===== config.mk =====
export PLATFORM = sky130hd
export DESIGN_NAME = dbs_ctrl
export DESIGN_NICKNAME = d
export VERILOG_FILES = /design/src/core/dbs_pkg.sv /design/src/core/dbs_ctrl.sv /design/src/core/dbs_strobe_dec.sv /design/src/core/dbs_tick_div.sv
export SDC_FILE = /design/constraint.sdc
export NUM_CORES = 1
export LEC_CHECK = 0
export BUFFER_PORTS_ARGS = -buffer_cell sky130_fd_sc_hd__buf_2
export CAP_MARGIN = 20
export CORE_UTILIZATION = 44
export CTS_BUF_LIST = sky130_fd_sc_hd__clkbuf_4 sky130_fd_sc_hd__clkbuf_8 sky130_fd_sc_hd__clkbuf_16
export CTS_CLUSTER_DIAMETER = 50
export DETAILED_ROUTE_END_ITERATION = 8
export PLACE_DENSITY = 0.6
export SLEW_MARGIN = 20
export SYNTH_ARGS = -nofsm -noshare
export SYNTH_HDL_FRONTEND = slang
export SYNTH_SLANG_ARGS = --single-unit

===== constraint.sdc =====
create_clock -name clk_i -period 9.23 [get_ports clk_i]
set_clock_uncertainty 0.15 [all_clocks]
set_input_delay 1.846 -clock clk_i [delete_from_list [all_inputs] [get_ports clk_i]]
set_output_delay 1.846 -clock clk_i [all_outputs]
set_load 0.02 [all_outputs]

===== src/core/dbs_pkg.sv =====
// Package for the DRAM bank strobe timing controller
package dbs_pkg;

	// Register offsets on the plain register port
	localparam int REG_ADDR_W = 5;
	localparam logic [4:0] OFF_TIMING0 = 5'h00;
	localparam logic [4:0] OFF_TIMING1 = 5'h04;
	localparam logic [4:0] OFF_GEOM0 = 5'h08;
	localparam logic [4:0] OFF_GEOM1 = 5'h0c;
	localparam logic [4:0] OFF_STATUS = 5'h10;

	// Timing register fields
	localparam int WIDTH_BIT = 15;
	localparam int FIRST_HI = 14;
	localparam int FIRST_LO = 12;
	localparam int EN_HI = 11;

	// Geometry register fields
	localparam int BURST_HI = 6;
	localparam int BURST_LO = 5;
	localparam int REFRESH_BIT = 4;
	localparam int SIZE_HI = 3;
	localparam int SIZE_LO = 1;
	localparam int PAGE_BIT = 0;
	localparam logic [7:0] GEOM_WMASK = 8'h7f;

	// Reset values
	localparam logic [15:0] TIMING_RST = 16'h7000;
	localparam logic [7:0] GEOM_RST = 8'h00;

	// Limits and timing in half cycles
	localparam int PAGE_BASE_BITS = 9;
	localparam logic [2:0] SIZE_CODE_MAX = 3'h4;
	localparam logic [4:0] RAS_CAS_HALVES = 5'h02;
	localparam int MAX_STROBE_PINS = 4;
	localparam int PIN_COUNT = 6;

	typedef enum logic [1:0] {SZ_BYTE, SZ_HALF, SZ_WORD} dbs_size_t;

	typedef enum logic [2:0] {PH_IDLE, PH_START, PH_ROW, PH_COL, PH_PRE} dbs_phase_t;

	typedef struct packed {
		logic [26:0] addr;
		dbs_size_t size;
		logic fetch;
		logic write;
		logic bank;
	} dbs_acc_t;

	// Transfers per access by DRAM width
	function automatic logic [2:0] xfer_count(input dbs_size_t size, input logic wide);
		logic [2:0] r;
		r = 3'h1;
		if (size == SZ_WORD) begin
			r = wide ? 3'h2 : 3'h4;
		end else if (size == SZ_HALF) begin
			r = wide ? 3'h1 : 3'h2;
		end
		return r;
	endfunction

endpackage


===== src/core/dbs_ctrl.sv =====
// DRAM bank strobe timing controller: registers and row/column sequencer
// Function
// (RL1) Timing bit 15 picks 8 or 16-bit DRAM
// (RL2) Split accesses into transfers by DRAM width
// (RL3) First-strobe field sets column, row, precharge widths
// (RL4) Row to column strobe delay one cycle
// (RL5) Normal mode: row, column, precharge per transfer
// (RL6) Page mode: later transfers use burst width
// (RL7) Page row closes on page cross or refresh
// (RL8) Twelve enable bits, two per shared pin
// (RL9) At most four pins serve as column strobes; code drives every claimed pin and only flags more than four
// (RL10) Narrow lanes follow address bit zero per pair
// (RL11) Wide half/word: any enabled pair drives low
// (RL12) Byte write low only for byte accesses
// (RL13) Instruction fetches handled as word accesses
// (RL14) Byte write valid through memory cycles
// (RL15) Geometry bits 6:5 set burst strobe width
// (RL16) Either refresh bit enables refresh, interval nonzero
// (RL17) Size codes above 100 are invalid
// (RL18) Bank 0 drives row strobe 0, bank 1 row strobe 1
// (RL19) Geometry bit 0 selects page mode
// (RL20) Page size 512 bytes doubled per size code
// (RL21) Geometry bit 7 reads zero, ignores writes
//
// Chosen here: the address map and the address-and-strobe port.
`timescale 1ns/1ps
module dbs_ctrl
	import dbs_pkg::*;
#(
	parameter int HALF_DIV = 1
) (
	// Clock and reset
	input wire logic clk_i,
	input wire logic rst_n_i,
	// Register port
	input wire logic [REG_ADDR_W-1:0] reg_addr_i,
	input wire logic [15:0] reg_wdata_i,
	input wire logic reg_we_i,
	input wire logic reg_re_i,
	output logic [15:0] reg_rdata_o,
	// Access requests from the bus controller
	input wire logic acc_valid_i,
	input wire dbs_acc_t acc_i,
	output logic acc_ready_o,
	output logic acc_done_o,
	// Refresh handshake
	input wire logic refresh_due_i,
	input wire logic [15:0] refresh_interval_value_i,
	output logic refresh_enable_o,
	output logic rows_closed_o,
	// DRAM pins
	output logic row_strobe0_n_o,
	output logic row_strobe1_n_o,
	output logic [5:0] shared_strobe_n_o,
	output logic [5:0] column_strobe_pins_o,
	output logic byte_write_n_o
);

	typedef struct packed {
		logic [1:0][15:0] timing;
		logic [1:0][7:0] geom;
		dbs_phase_t phase;
		logic [4:0] cnt;
		dbs_acc_t acc;
		logic [2:0] left;
		logic in_acc;
		logic [1:0] row_open;
		logic [1:0][26:0] open_addr;
		logic [1:0] ras_n;
		logic cas_on;
		logic done;
		logic [15:0] rdata;
	} dbs_state_t;

	dbs_state_t s;
	dbs_state_t n;
	logic tick;
	logic [5:0] strobe_n;
	logic pin_overflow;
	logic bad_cfg;

	// First-strobe value; the illegal 000 is run as 001 so the
	// sequencer never stalls on a zero count
	function automatic logic [2:0] first_v(input logic [15:0] t);
		logic [2:0] v;
		v = t[FIRST_HI:FIRST_LO];
		if (v == 3'h0) begin
			v = 3'h1;
		end
		return v;
	endfunction

	// Burst column width in half cycles
	function automatic logic [4:0] burst_halves(input logic [7:0] g);
		logic [4:0] h;
		h = 5'h03;
		if (g[BURST_HI:BURST_LO] == 2'b10) begin
			h = 5'h05;
		end else if (g[BURST_HI:BURST_LO] == 2'b11) begin
			h = 5'h07;
		end
		return h; // RL15
	endfunction

	// Row and precharge width in half cycles: one cycle above the code
	function automatic logic [4:0] row_halves(input logic [2:0] v);
		return {1'b0, v, 1'b0} + 5'h02; // RL3
	endfunction

	// Page number; invalid size codes are held at the largest
	function automatic logic [17:0] page_of(input logic [26:0] a, input logic [7:0] g);
		logic [2:0] bs;
		logic [26:0] t;
		bs = g[SIZE_HI:SIZE_LO];
		if (bs > SIZE_CODE_MAX) begin
			bs = SIZE_CODE_MAX; // RL17
		end
		t = a >> (PAGE_BASE_BITS + int'(bs)); // RL20
		return t[17:0];
	endfunction

	// Shared pins claimed by a bank
	function automatic logic [5:0] pins_of(input logic [15:0] t);
		logic [5:0] p;
		for (int i = 0; i < PIN_COUNT; i++) begin
			p[i] = |t[2*i+:2];
		end
		return p;
	endfunction

	function automatic int count_pins(input logic [5:0] p);
		int c;
		c = 0;
		for (int i = 0; i < PIN_COUNT; i++) begin
			c = c + int'(p[i]);
		end
		return c;
	endfunction

	dbs_tick_div #(
		.DIV(HALF_DIV)
	) u_div (
		.clk_i(clk_i),
		.rst_n_i(rst_n_i),
		.tick_o(tick)
	);

	dbs_strobe_dec u_dec (
		.en_i(s.timing[s.acc.bank][EN_HI:0]),
		.wide_i(s.timing[s.acc.bank][WIDTH_BIT]),
		.size_i(s.acc.size),
		.a0_i(s.acc.addr[0]),
		.active_i(s.cas_on),
		.strobe_n_o(strobe_n)
	);

	// Every claimed pin is a column strobe, even beyond four; software is warned
	assign column_strobe_pins_o = pins_of(s.timing[0]) | pins_of(s.timing[1]); // RL9
	assign pin_overflow = count_pins(column_strobe_pins_o) > MAX_STROBE_PINS; // RL9
	assign bad_cfg = (s.timing[0][FIRST_HI:FIRST_LO] == 3'h0) ||
		(s.timing[1][FIRST_HI:FIRST_LO] == 3'h0) ||
		(s.geom[0][SIZE_HI:SIZE_LO] > SIZE_CODE_MAX) ||
		(s.geom[1][SIZE_HI:SIZE_LO] > SIZE_CODE_MAX); // RL17

	always_comb begin
		logic b;
		logic [2:0] v;
		logic pm;
		logic wide;
		logic hit;
		logic [2:0] vmax;
		b = s.acc.bank;
		v = first_v(s.timing[b]); // RL3
		pm = s.geom[b][PAGE_BIT]; // RL19
		wide = s.timing[b][WIDTH_BIT]; // RL1
		// Both sides use the current size code, so a resize does not fake a miss
		hit = page_of(s.acc.addr, s.geom[b]) == page_of(s.open_addr[b], s.geom[b]); // RL20
		vmax = first_v(s.timing[0]);
		if (first_v(s.timing[1]) > vmax) begin
			vmax = first_v(s.timing[1]);
		end
		n = s;
		n.done = 1'b0;

		if (reg_we_i) begin
			if (reg_addr_i == OFF_TIMING0) begin
				n.timing[0] = reg_wdata_i;
			end else if (reg_addr_i == OFF_TIMING1) begin
				n.timing[1] = reg_wdata_i;
			end else if (reg_addr_i == OFF_GEOM0) begin
				n.geom[0] = reg_wdata_i[7:0] & GEOM_WMASK; // RL21
			end else if (reg_addr_i == OFF_GEOM1) begin
				n.geom[1] = reg_wdata_i[7:0] & GEOM_WMASK; // RL21
			end
		end

		if (reg_re_i) begin
			if (reg_addr_i == OFF_TIMING0) begin
				n.rdata = s.timing[0];
			end else if (reg_addr_i == OFF_TIMING1) begin
				n.rdata = s.timing[1];
			end else if (reg_addr_i == OFF_GEOM0) begin
				n.rdata = {8'h00, s.geom[0]};
			end else if (reg_addr_i == OFF_GEOM1) begin
				n.rdata = {8'h00, s.geom[1]};
			end else if (reg_addr_i == OFF_STATUS) begin
				n.rdata = {10'h000, bad_cfg, pin_overflow, refresh_enable_o,
					s.row_open, s.phase != PH_IDLE};
			end else begin
				n.rdata = 16'h0000;
			end
		end

		if (tick) begin
			case (s.phase)
				PH_IDLE: begin
					if (refresh_due_i && (|s.row_open)) begin
						// Close every open row, longest precharge covers both
						n.row_open = 2'b00; // RL7
						n.ras_n = 2'b11; // RL7
						n.left = 3'h0;
						n.in_acc = 1'b0;
						n.cnt = row_halves(vmax); // RL7
						n.phase = PH_PRE;
					end else if (acc_valid_i) begin
						n.acc = acc_i;
						if (acc_i.fetch) begin
							n.acc.size = SZ_WORD; // RL13
						end
						n.left = xfer_count(n.acc.size, s.timing[acc_i.bank][WIDTH_BIT]); // RL2
						n.in_acc = 1'b1;
						n.phase = PH_START;
					end
				end
				PH_START: begin
					if (pm && s.row_open[b] && hit && !refresh_due_i) begin
						n.cas_on = 1'b1;
						n.cnt = burst_halves(s.geom[b]); // RL6
						n.phase = PH_COL;
					end else if (s.row_open[b]) begin
						n.ras_n[b] = 1'b1; // RL7
						n.row_open[b] = 1'b0;
						// START tick that follows adds the last half cycle
						n.cnt = row_halves(v) - 5'h01; // RL7
						n.phase = PH_PRE;
					end else begin
						n.ras_n[b] = 1'b0; // RL18
						n.open_addr[b] = s.acc.addr;
						n.cnt = RAS_CAS_HALVES; // RL4
						n.phase = PH_ROW;
					end
				end
				PH_ROW: begin
					if (s.cnt == 5'h01) begin
						n.cas_on = 1'b1;
						n.cnt = row_halves(v) - 5'h01; // RL3
						n.phase = PH_COL;
					end else begin
						n.cnt = s.cnt - 5'h01;
					end
				end
				PH_COL: begin
					if (s.cnt == 5'h01) begin
						n.cas_on = 1'b0;
						n.left = s.left - 3'h1;
						n.acc.addr = s.acc.addr + (wide ? 27'h000_0002 : 27'h000_0001);
						if (pm) begin
							// Row stays open across accesses
							n.row_open[b] = 1'b1; // RL7
							if (s.left == 3'h1) begin
								n.phase = PH_IDLE;
								n.done = 1'b1;
								n.in_acc = 1'b0;
							end else begin
								n.phase = PH_START;
							end
						end else begin
							n.ras_n[b] = 1'b1; // RL5
							n.cnt = row_halves(v) - 5'h01; // RL5
							n.phase = PH_PRE;
						end
					end else begin
						// Row rises half a cycle before the column ends,
						// so the row keeps its coded width; precharge then runs one half cycle over its coded width
						if (!pm && s.cnt == 5'h02) begin
							n.ras_n[b] = 1'b1; // RL3
						end
						n.cnt = s.cnt - 5'h01;
					end
				end
				PH_PRE: begin
					if (s.cnt == 5'h01) begin
						if (s.left == 3'h0) begin
							n.phase = PH_IDLE;
							n.done = s.in_acc;
							n.in_acc = 1'b0;
						end else begin
							n.phase = PH_START;
						end
					end else begin
						n.cnt = s.cnt - 5'h01;
					end
				end
				default: begin
					n.phase = PH_IDLE;
				end
			endcase
		end
	end

	always_ff @(posedge clk_i or negedge rst_n_i) begin
		if (!rst_n_i) begin
			s <= '0;
			s.timing <= {TIMING_RST, TIMING_RST};
			s.geom <= {GEOM_RST, GEOM_RST};
			s.phase <= PH_IDLE;
			s.ras_n <= 2'b11;
		end else begin
			s <= n;
		end
	end

	// Request taken only on a half-cycle tick in idle
	assign acc_ready_o = tick && (s.phase == PH_IDLE) && !(refresh_due_i && (|s.row_open));
	assign acc_done_o = s.done;
	assign reg_rdata_o = s.rdata;
	assign rows_closed_o = (s.row_open == 2'b00) && (s.phase == PH_IDLE);
	assign refresh_enable_o = (s.geom[0][REFRESH_BIT] || s.geom[1][REFRESH_BIT]) &&
		(refresh_interval_value_i != 16'h0000); // RL16
	assign row_strobe0_n_o = s.ras_n[0]; // RL18
	assign row_strobe1_n_o = s.ras_n[1]; // RL18
	assign shared_strobe_n_o = strobe_n;

	// Width-independent; high outside access sequences
	assign byte_write_n_o = !(s.in_acc && (s.acc.size == SZ_BYTE) && !s.acc.fetch); // RL12 RL14

endmodule // dbs_ctrl


===== src/core/dbs_strobe_dec.sv =====
// Byte-lane decoder for the six shared strobe pins
`timescale 1ns/1ps
module dbs_strobe_dec
	import dbs_pkg::*;
(
	// Bank settings
	input wire logic [11:0] en_i,
	input wire logic wide_i,
	// Current transfer
	input wire dbs_size_t size_i,
	input wire logic a0_i,
	input wire logic active_i,
	// Pin levels
	output logic [5:0] strobe_n_o
);
	function automatic logic pin_level(input logic [1:0] hl, input logic wide, input dbs_size_t sz,
		input logic a0);
		logic r;
		r = 1'b1;
		if (hl == 2'b11) begin
			r = 1'b0;
		end else if (hl != 2'b00 && wide && sz != SZ_BYTE) begin
			r = 1'b0; // RL11
		end else if (hl == 2'b01) begin
			r = a0; // RL10
		end else if (hl == 2'b10) begin
			r = ~a0; // RL10
		end
		return r;
	endfunction

	always_comb begin
		for (int i = 0; i < PIN_COUNT; i++) begin
			strobe_n_o[i] = active_i ? pin_level(en_i[2*i+:2], wide_i, size_i, a0_i) : 1'b1; // RL8
		end
	end
endmodule // dbs_strobe_dec


===== src/core/dbs_tick_div.sv =====
// Half-cycle enable divider for the strobe sequencer
`timescale 1ns/1ps
module dbs_tick_div #(
	parameter int DIV = 1
) (
	// Clock and reset
	input wire logic clk_i,
	input wire logic rst_n_i,
	// Enable pulse
	output logic tick_o
);
	logic [7:0] cnt;
	logic [7:0] next_cnt;

	always_comb begin
		next_cnt = (cnt == 8'(DIV - 1)) ? 8'h00 : cnt + 8'h01;
	end

	always_ff @(posedge clk_i or negedge rst_n_i) begin
		if (!rst_n_i) begin
			cnt <= 8'h00;
		end else begin
			cnt <= next_cnt;
		end
	end

	assign tick_o = (cnt == 8'(DIV - 1));
endmodule // dbs_tick_div


# ---- Yosys cells after proc, flatten, opt, wreduce, memory -nomap -nowiden
# Cells that the tools add are included.
dict set report totals {
  regBits 174
}
dict set report classes {
  n_eq_ne 50
  bitwise_logic 13
  add_sub_neg 13
  order_cmp 8
  n_reduce_logical 83
  mux 118
  shifts 2
}
# op n
set op_table {}
lappend op_table {{two-way mux 27 bit} 4}
lappend op_table {{two-way mux 16 bit} 6}
lappend op_table {{two-way mux 58 bit} 1}
lappend op_table {{bitwise mux 54 bit} 1}
lappend op_table {{two-way mux 54 bit} 1}
lappend op_table {{one-hot mux 27 bit (2 select lines)} 1}
lappend op_table {{>> shifter 27 x 5 -> 18 bit} 2}
lappend op_table {{two-way mux 1 bit} 45}
lappend op_table {{two-way mux 3 bit} 15}
lappend op_table {{two-way mux 36 bit} 1}
lappend op_table {{two-way mux 2 bit} 16}
lappend op_table {{two-way mux 32 bit} 1}
lappend op_table {{== test 2 bit, second input constant} 15}
lappend op_table {{two-way mux 5 bit} 6}
lappend op_table {{two-way mux 7 bit} 4}
lappend op_table {{adder 27 x 2 -> 27 bit} 1}
lappend op_table {{demux 27 bit (select 1 bit)} 1}
lappend op_table {{inequality test 2 bit, second input constant} 13}
lappend op_table {{OR reduction 2 bit} 13}
lappend op_table {{one-hot mux 5 bit (5 select lines)} 1}
lappend op_table {{AND reduction 5 bit} 5}
lappend op_table {{logical AND 1 bit} 24}
lappend op_table {{two-way mux 8 bit} 3}
lappend op_table {{== test 18 bit} 1}
lappend op_table {{54 further kinds} 106}

# ---- Logic depth before layout (Yosys ltp)
dict set report depth {
  depth_word 13
  mapped_depth 16
}

# ---- Hierarchy
# A second synthesis with hierarchy kept.
dict set report unflattened {
  hier_cells 1001
  area_unflattened_um2 9673.0
}
# mod area_per_inst_um2 n_inst cells_each seq_area_each_um2
set modules_own_cells {}
lappend modules_own_cells {dbs_ctrl 9146.3 1 958 3688.5}
lappend modules_own_cells {dbs_tick_div 365.4 1 29 200.2}
lappend modules_own_cells {dbs_strobe_dec 161.4 1 14 0.0}

# ---- Least setup slack after synthesis
# No wires, ideal clock.
dict set report synth_timing {
  path_kind {input to output}
  from {input refresh_due_i}
  to {output acc_ready_o}
  setup_slack_ns 4.762
  t_required_ns 7.234
  cell_stages 3
  t_arrival_ns 2.472
  path_cell_list {o21ai_0 > nand2b_1 > nor2_1}
}
dict set report synth_between {
  elab_chain_len 3
}
# item line
set synth_rtl {}
lappend synth_rtl {{from (decl)} dbs_ctrl.sv:47} ;# input wire logic refresh_due_i,
lappend synth_rtl {{logical AND 1 bit} dbs_ctrl.sv:324} ;# assign acc_ready_o = tick && (s.phase == PH_IDLE) && !(refresh_due_i && (|s.row_open));
lappend synth_rtl {{logical NOT 1 bit} dbs_ctrl.sv:324}
lappend synth_rtl {{logical AND 1 bit} dbs_ctrl.sv:324}
lappend synth_rtl {{to (decl)} dbs_ctrl.sv:44} ;# output logic acc_ready_o,
# No other way between the ends.

# ---- Worst setup path after layout
dict set report layout_timing {
  from {register s[80] (netlist bit)}
  to {output shared_strobe_n_o[0]}
}
dict set report layout_between {
  elab_chain_len 8
  elab_cells_between_ends 13
  classes_between {eq/ne: 3; mux: 7; reduce/logical: 3}
}
# item line
set layout_rtl {}
lappend layout_rtl {{from (decl)} dbs_ctrl.sv:75} ;# dbs_state_t s;
lappend layout_rtl {{from (signal assigned)} dbs_ctrl.sv:319} ;# s <= n;
lappend layout_rtl {{two-way mux 16 bit (implied by the code) * (2 in a row)} dbs_ctrl.sv:150} ;# .wide_i(s.timing[s.acc.bank][WIDTH_BIT]),
lappend layout_rtl {{== test 2 bit / nonzero test 2 bit (equally long branches)} {dbs_strobe_dec.sv:26, dbs_strobe_dec.sv:22}}
lappend layout_rtl {{two-way mux 1 bit / logical AND 1 bit (equally long branches)} {dbs_strobe_dec.sv:26, dbs_strobe_dec.sv:22}}
lappend layout_rtl {{two-way mux 1 bit / logical AND 1 bit (equally long branches)} {dbs_strobe_dec.sv:24, dbs_strobe_dec.sv:22}}
lappend layout_rtl {{two-way mux 1 bit} dbs_strobe_dec.sv:22} ;# end else if (hl != 2'b00 && wide && sz != SZ_BYTE) begin
lappend layout_rtl {{two-way mux 1 bit *} dbs_strobe_dec.sv:20} ;# if (hl == 2'b11) begin
lappend layout_rtl {{two-way mux 1 bit *} dbs_strobe_dec.sv:34} ;# strobe_n_o[i] = active_i ? pin_level(en_i[2*i+:2], wide_i, size_i, a0_i) : 1'b1;
lappend layout_rtl {{to (decl)} dbs_ctrl.sv:54} ;# output logic [5:0] shared_strobe_n_o,
# Mark *: on every way between the ends. The rest lies on a longest branch, timed or not. The select of a mux whose other input is x is not followed.

==> impl_results.md <==
* Count of endpoints failing setup in the final report at 0
* Worst slew margin relative to its limit at 39.4%
* DRT Wirelength at 24000 µm
* Number of synthesized flops with an enable pin at 0
* Cell with the largest stage delay on the worst path: sky130_fd_sc_hd__buf_4
* Sequential cell area at 3890 µm²
* Reg clk slew, reported paths at 0.06 ns
* Share of async-settable or async-resettable flops after synthesis at 100%
* Num ports at 110
* Vias post-DR at 7741
* Final worst slack at 4.21 ns
* Outcome: complete, no violations
* Clock tree root driver cell: sky130_fd_sc_hd__clkbuf_16
* Buffer levels on the longest clock path at 2
* Detail-routed net length per standard cell at 17.7 µm
* Routed wl met3 at 1280 µm
* Peak Freq at 199 MHz
* Number of antenna violations at the first check in global routing at 0
* Antenna diodes at 0
* Setup repair after global routing missed its margin: no
* Clock buffer count from CTS at 17
* Hold-critical path depth at 2
* Clock latency on the worst-skew pair at 0.42 ns
* Dominant synthesized flop cell: sky130_fd_sc_hd__dfrtp_1
* Flip-flop and latch count after synthesis at 155
* Kind of critical path: flop to output port
* Via density at 5.73
* Initial core utilization at 44.9%
* Worst IR Drop VDD at 0.000140 V
* CTS tree: done
* Kind of end point of the critical path: output port
* Routability-driven placement congestion ratio at 0.835
* Power Dens Cells at 332 nW/µm²
* Setup tns final at 0 ns
* Count of max-cap constraint violations at 0
* Count of routing violations after the opening detailed-route iteration at 454
* Maximum cell stage delay along the critical path at 0.64 ns
* HPWL after detailed placement at 16700 µm
* Final min period at 5.02 ns
* Overall die area at 22000 µm²
* Startpoint type of the worst setup path: flop
* Cell area after placement at 9990 µm²
* Routed Antenna Nets at 0
* Number of H-tree branching levels at 4
* Endpoint arrival time on the critical path at 3.02 ns
* Number of sinks on the clock net at 155
* Portion of the post-synthesis area used by sequential elements at 41.2%
* Post_cts resized at 0
* Horiz. Die Dim at 148 µm
* WL met2 at 10700 µm
* Netlist area before placement at 9440 µm²
* Final global-route overflow total at 0
* Number of cells on the worst reg-to-reg path at 10
* Post-route standard cell area excluding fillers at 10700 µm²
* Count of cell instances traversed by the critical path at 7
* Syn. warnings at 0
* Number of different library cells in the post-synthesis netlist at 80
* Floorplan Core Area at 21000 µm²
* Synthesized netlist cell count at 1008
* PortBufs at 108
* Row Count at 53
* Topmost layer with routed signal wires: met4
* Detailed-routing iteration count for the pre-antenna-repair pass at 7
* DRC violations left at 0
* Critical path, cell by cell: buf_4, mux2i_1, o21bai_2, a21oi_1, nor3b_1, o21ai_0, buf_2
* Leak pwr at 4.66 nW
* Fillcell total at 2002
* Worst path top cell family by delay: compound AO/OA/AOI/OAI gates
* First-pass GRT wire length at 38900 µm
* Tightest Pin Transition at 0.909 ns
* Mapped Nets at 1102
* Count of buffers added by post-CTS timing repair for setup at 0
* Hold WC Path Type: flop to flop
* Final hold viol count at 0
* CTS hold repair buffers at 0
* Largest net degree at the start of global routing at 99
* P&R area growth vs syn at 12.9%
* Final critical-path share of the clock period at 54.4%
* Post-synthesis average cell area at 9.36 µm²
* Final nets at 1159
* All-layer global routing usage at 22.5%
* Multi-input gate area in the final layout at 5020 µm²
* Total routed wire length on the met1 layer at 11700 µm
* Via count of the first global-routing pass at 7257
* DP Worst Slack at 4.32 ns
* Fin. max-slew vios at 0
* Maximum fanout along the worst path at 69
* Chip Height at 148 µm
* Share of post-route cells with drive strength above 1 at 24.4%
* Buffers and inverters on the worst path at 2
* Data required time at the worst endpoint at 7.23 ns
-- kinds of logic (layout without fill, tap and decap cells) --
group / count (synthesis) / in the layout / synth area share, %
flip-flops: 155 / 155 / 41.2
AND/OR/NAND/NOR: 292 / 292 / 15.3
XOR/XNOR: 32 / 32 / 2.97
AO/OA/AOI/OAI: 281 / 281 / 17.9
buffers and inverters: 112 / 181 / 5.70
multiplexers: 117 / 117 / 14.1
adder cells (fa/ha/maj): 19 / 19 / 2.84
-- report_power, final --
group | total (mW) | switching, mW | internal [mW] | leakage [nW]
registers | 1.20 | 0.292 | 0.907 | 1.94
logic | 1.56 | 0.896 | 0.662 | 2.41
clock network | 0.778 | 0.290 | 0.488 | 0.313
-- synthesized netlist by cell type, drive strengths merged, types with 3 or more instances --
library cell / instances / area (µm²)
nand3: 25 / 125
clkbuf: 52 / 195
inv: 31 / 116
o21ai: 77 / 385
nor2b: 7 / 43.8
buf: 28 / 223
o22ai: 9 / 56.3
nand2: 64 / 240
o21bai: 3 / 22.5
nor3: 23 / 115
nand3b: 4 / 30.0
a32oi: 5 / 43.8
or2: 5 / 31.3
nor4: 13 / 87.6
ha: 15 / 188
a31oi: 17 / 106
a211o: 3 / 26.3
dfrtp: 147 / 3680
nand4: 8 / 56.3
a21o: 3 / 22.5
and2: 7 / 43.8
o31ai: 5 / 42.5
mux4: 3 / 71.3
or3: 3 / 18.8
a22oi: 15 / 113
dfstp: 8 / 210
mux2: 84 / 950
nand2b: 9 / 56.3
xnor2: 25 / 219
xor2: 7 / 61.3
o2111ai: 3 / 32.5
a222oi: 3 / 30.0
or4: 6 / 46.3
nor3b: 9 / 72.6
mux2i: 30 / 312
a21oi: 102 / 510
a211oi: 7 / 52.6
nor2: 92 / 345
o211ai: 10 / 75.1
fa: 4 / 80.1
and3: 9 / 56.3
-- area by class of cell --
cell class              instances  area share [%]
inverters                      32            1.13
well taps                     275            3.23
clock inverters                13            2.01
clock buffers                  18            4.12
flip-flops and latches        155            36.5
multi-input cells             741            47.2
repair buffers                118            5.84
-- worst paths after layout --
kind                       slack (ns)              endpoint     from
hold / removal                   0.33                 s[83]    s[83]
setup reg to reg                 5.06                 s[74]    s[80]
max in group asynchronous        6.23             async pin  rst_n_i
min in group asynchronous        1.37       reg_rdata_o[13]  rst_n_i
setup / recovery                 4.21  shared_strobe_n_o[0]    s[80]
hold reg to reg                  0.33                 s[83]    s[83]
-- per-stage QoR --
stage               power (mW)  hold WS (ns)  utilization [%]  instances
floorplan                 2.36         0.296                -       1008
CTS                       3.55         0.339             50.7       1352
global placement          2.73         0.315             47.5       1321
global route              3.81         0.357             50.7       1352
finish                    3.53         0.332             50.7       1352
detailed placement        2.76         0.324             47.5       1321
-- cells in the final DEF, fill, tap and decap left out, types with 23 or more instances in the layout --
cell type	synthesis	routed
sky130_fd_sc_hd__a21oi_1	102	102
sky130_fd_sc_hd__buf_2	3	107
sky130_fd_sc_hd__dfrtp_1	147	146
sky130_fd_sc_hd__inv_1	31	31
sky130_fd_sc_hd__mux2_2	83	83
sky130_fd_sc_hd__mux2i_1	27	27
sky130_fd_sc_hd__nand2_1	64	63
sky130_fd_sc_hd__nand3_1	25	25
sky130_fd_sc_hd__nor2_1	92	92
sky130_fd_sc_hd__nor3_1	23	23
sky130_fd_sc_hd__o21ai_0	75	75
sky130_fd_sc_hd__xnor2_1	25	25
-- metal layers --
layer / GRT usage [%] / vias to the layer above
met1: 32.9 / 3696
met5: 0 / -
met4: 6.24 / 0
li1: - / 3763
met2: 34.4 / 260
met3: 3.37 / 22
-- worst min-delay path: stages, from the launching register on --
cell and delay, ns:
sky130_fd_sc_hd__dfrtp_1 0.34, sky130_fd_sc_hd__nand2_1 0.05, sky130_fd_sc_hd__o31ai_1 0.05
Note: power is estimated with default switching activity, not from simulation.
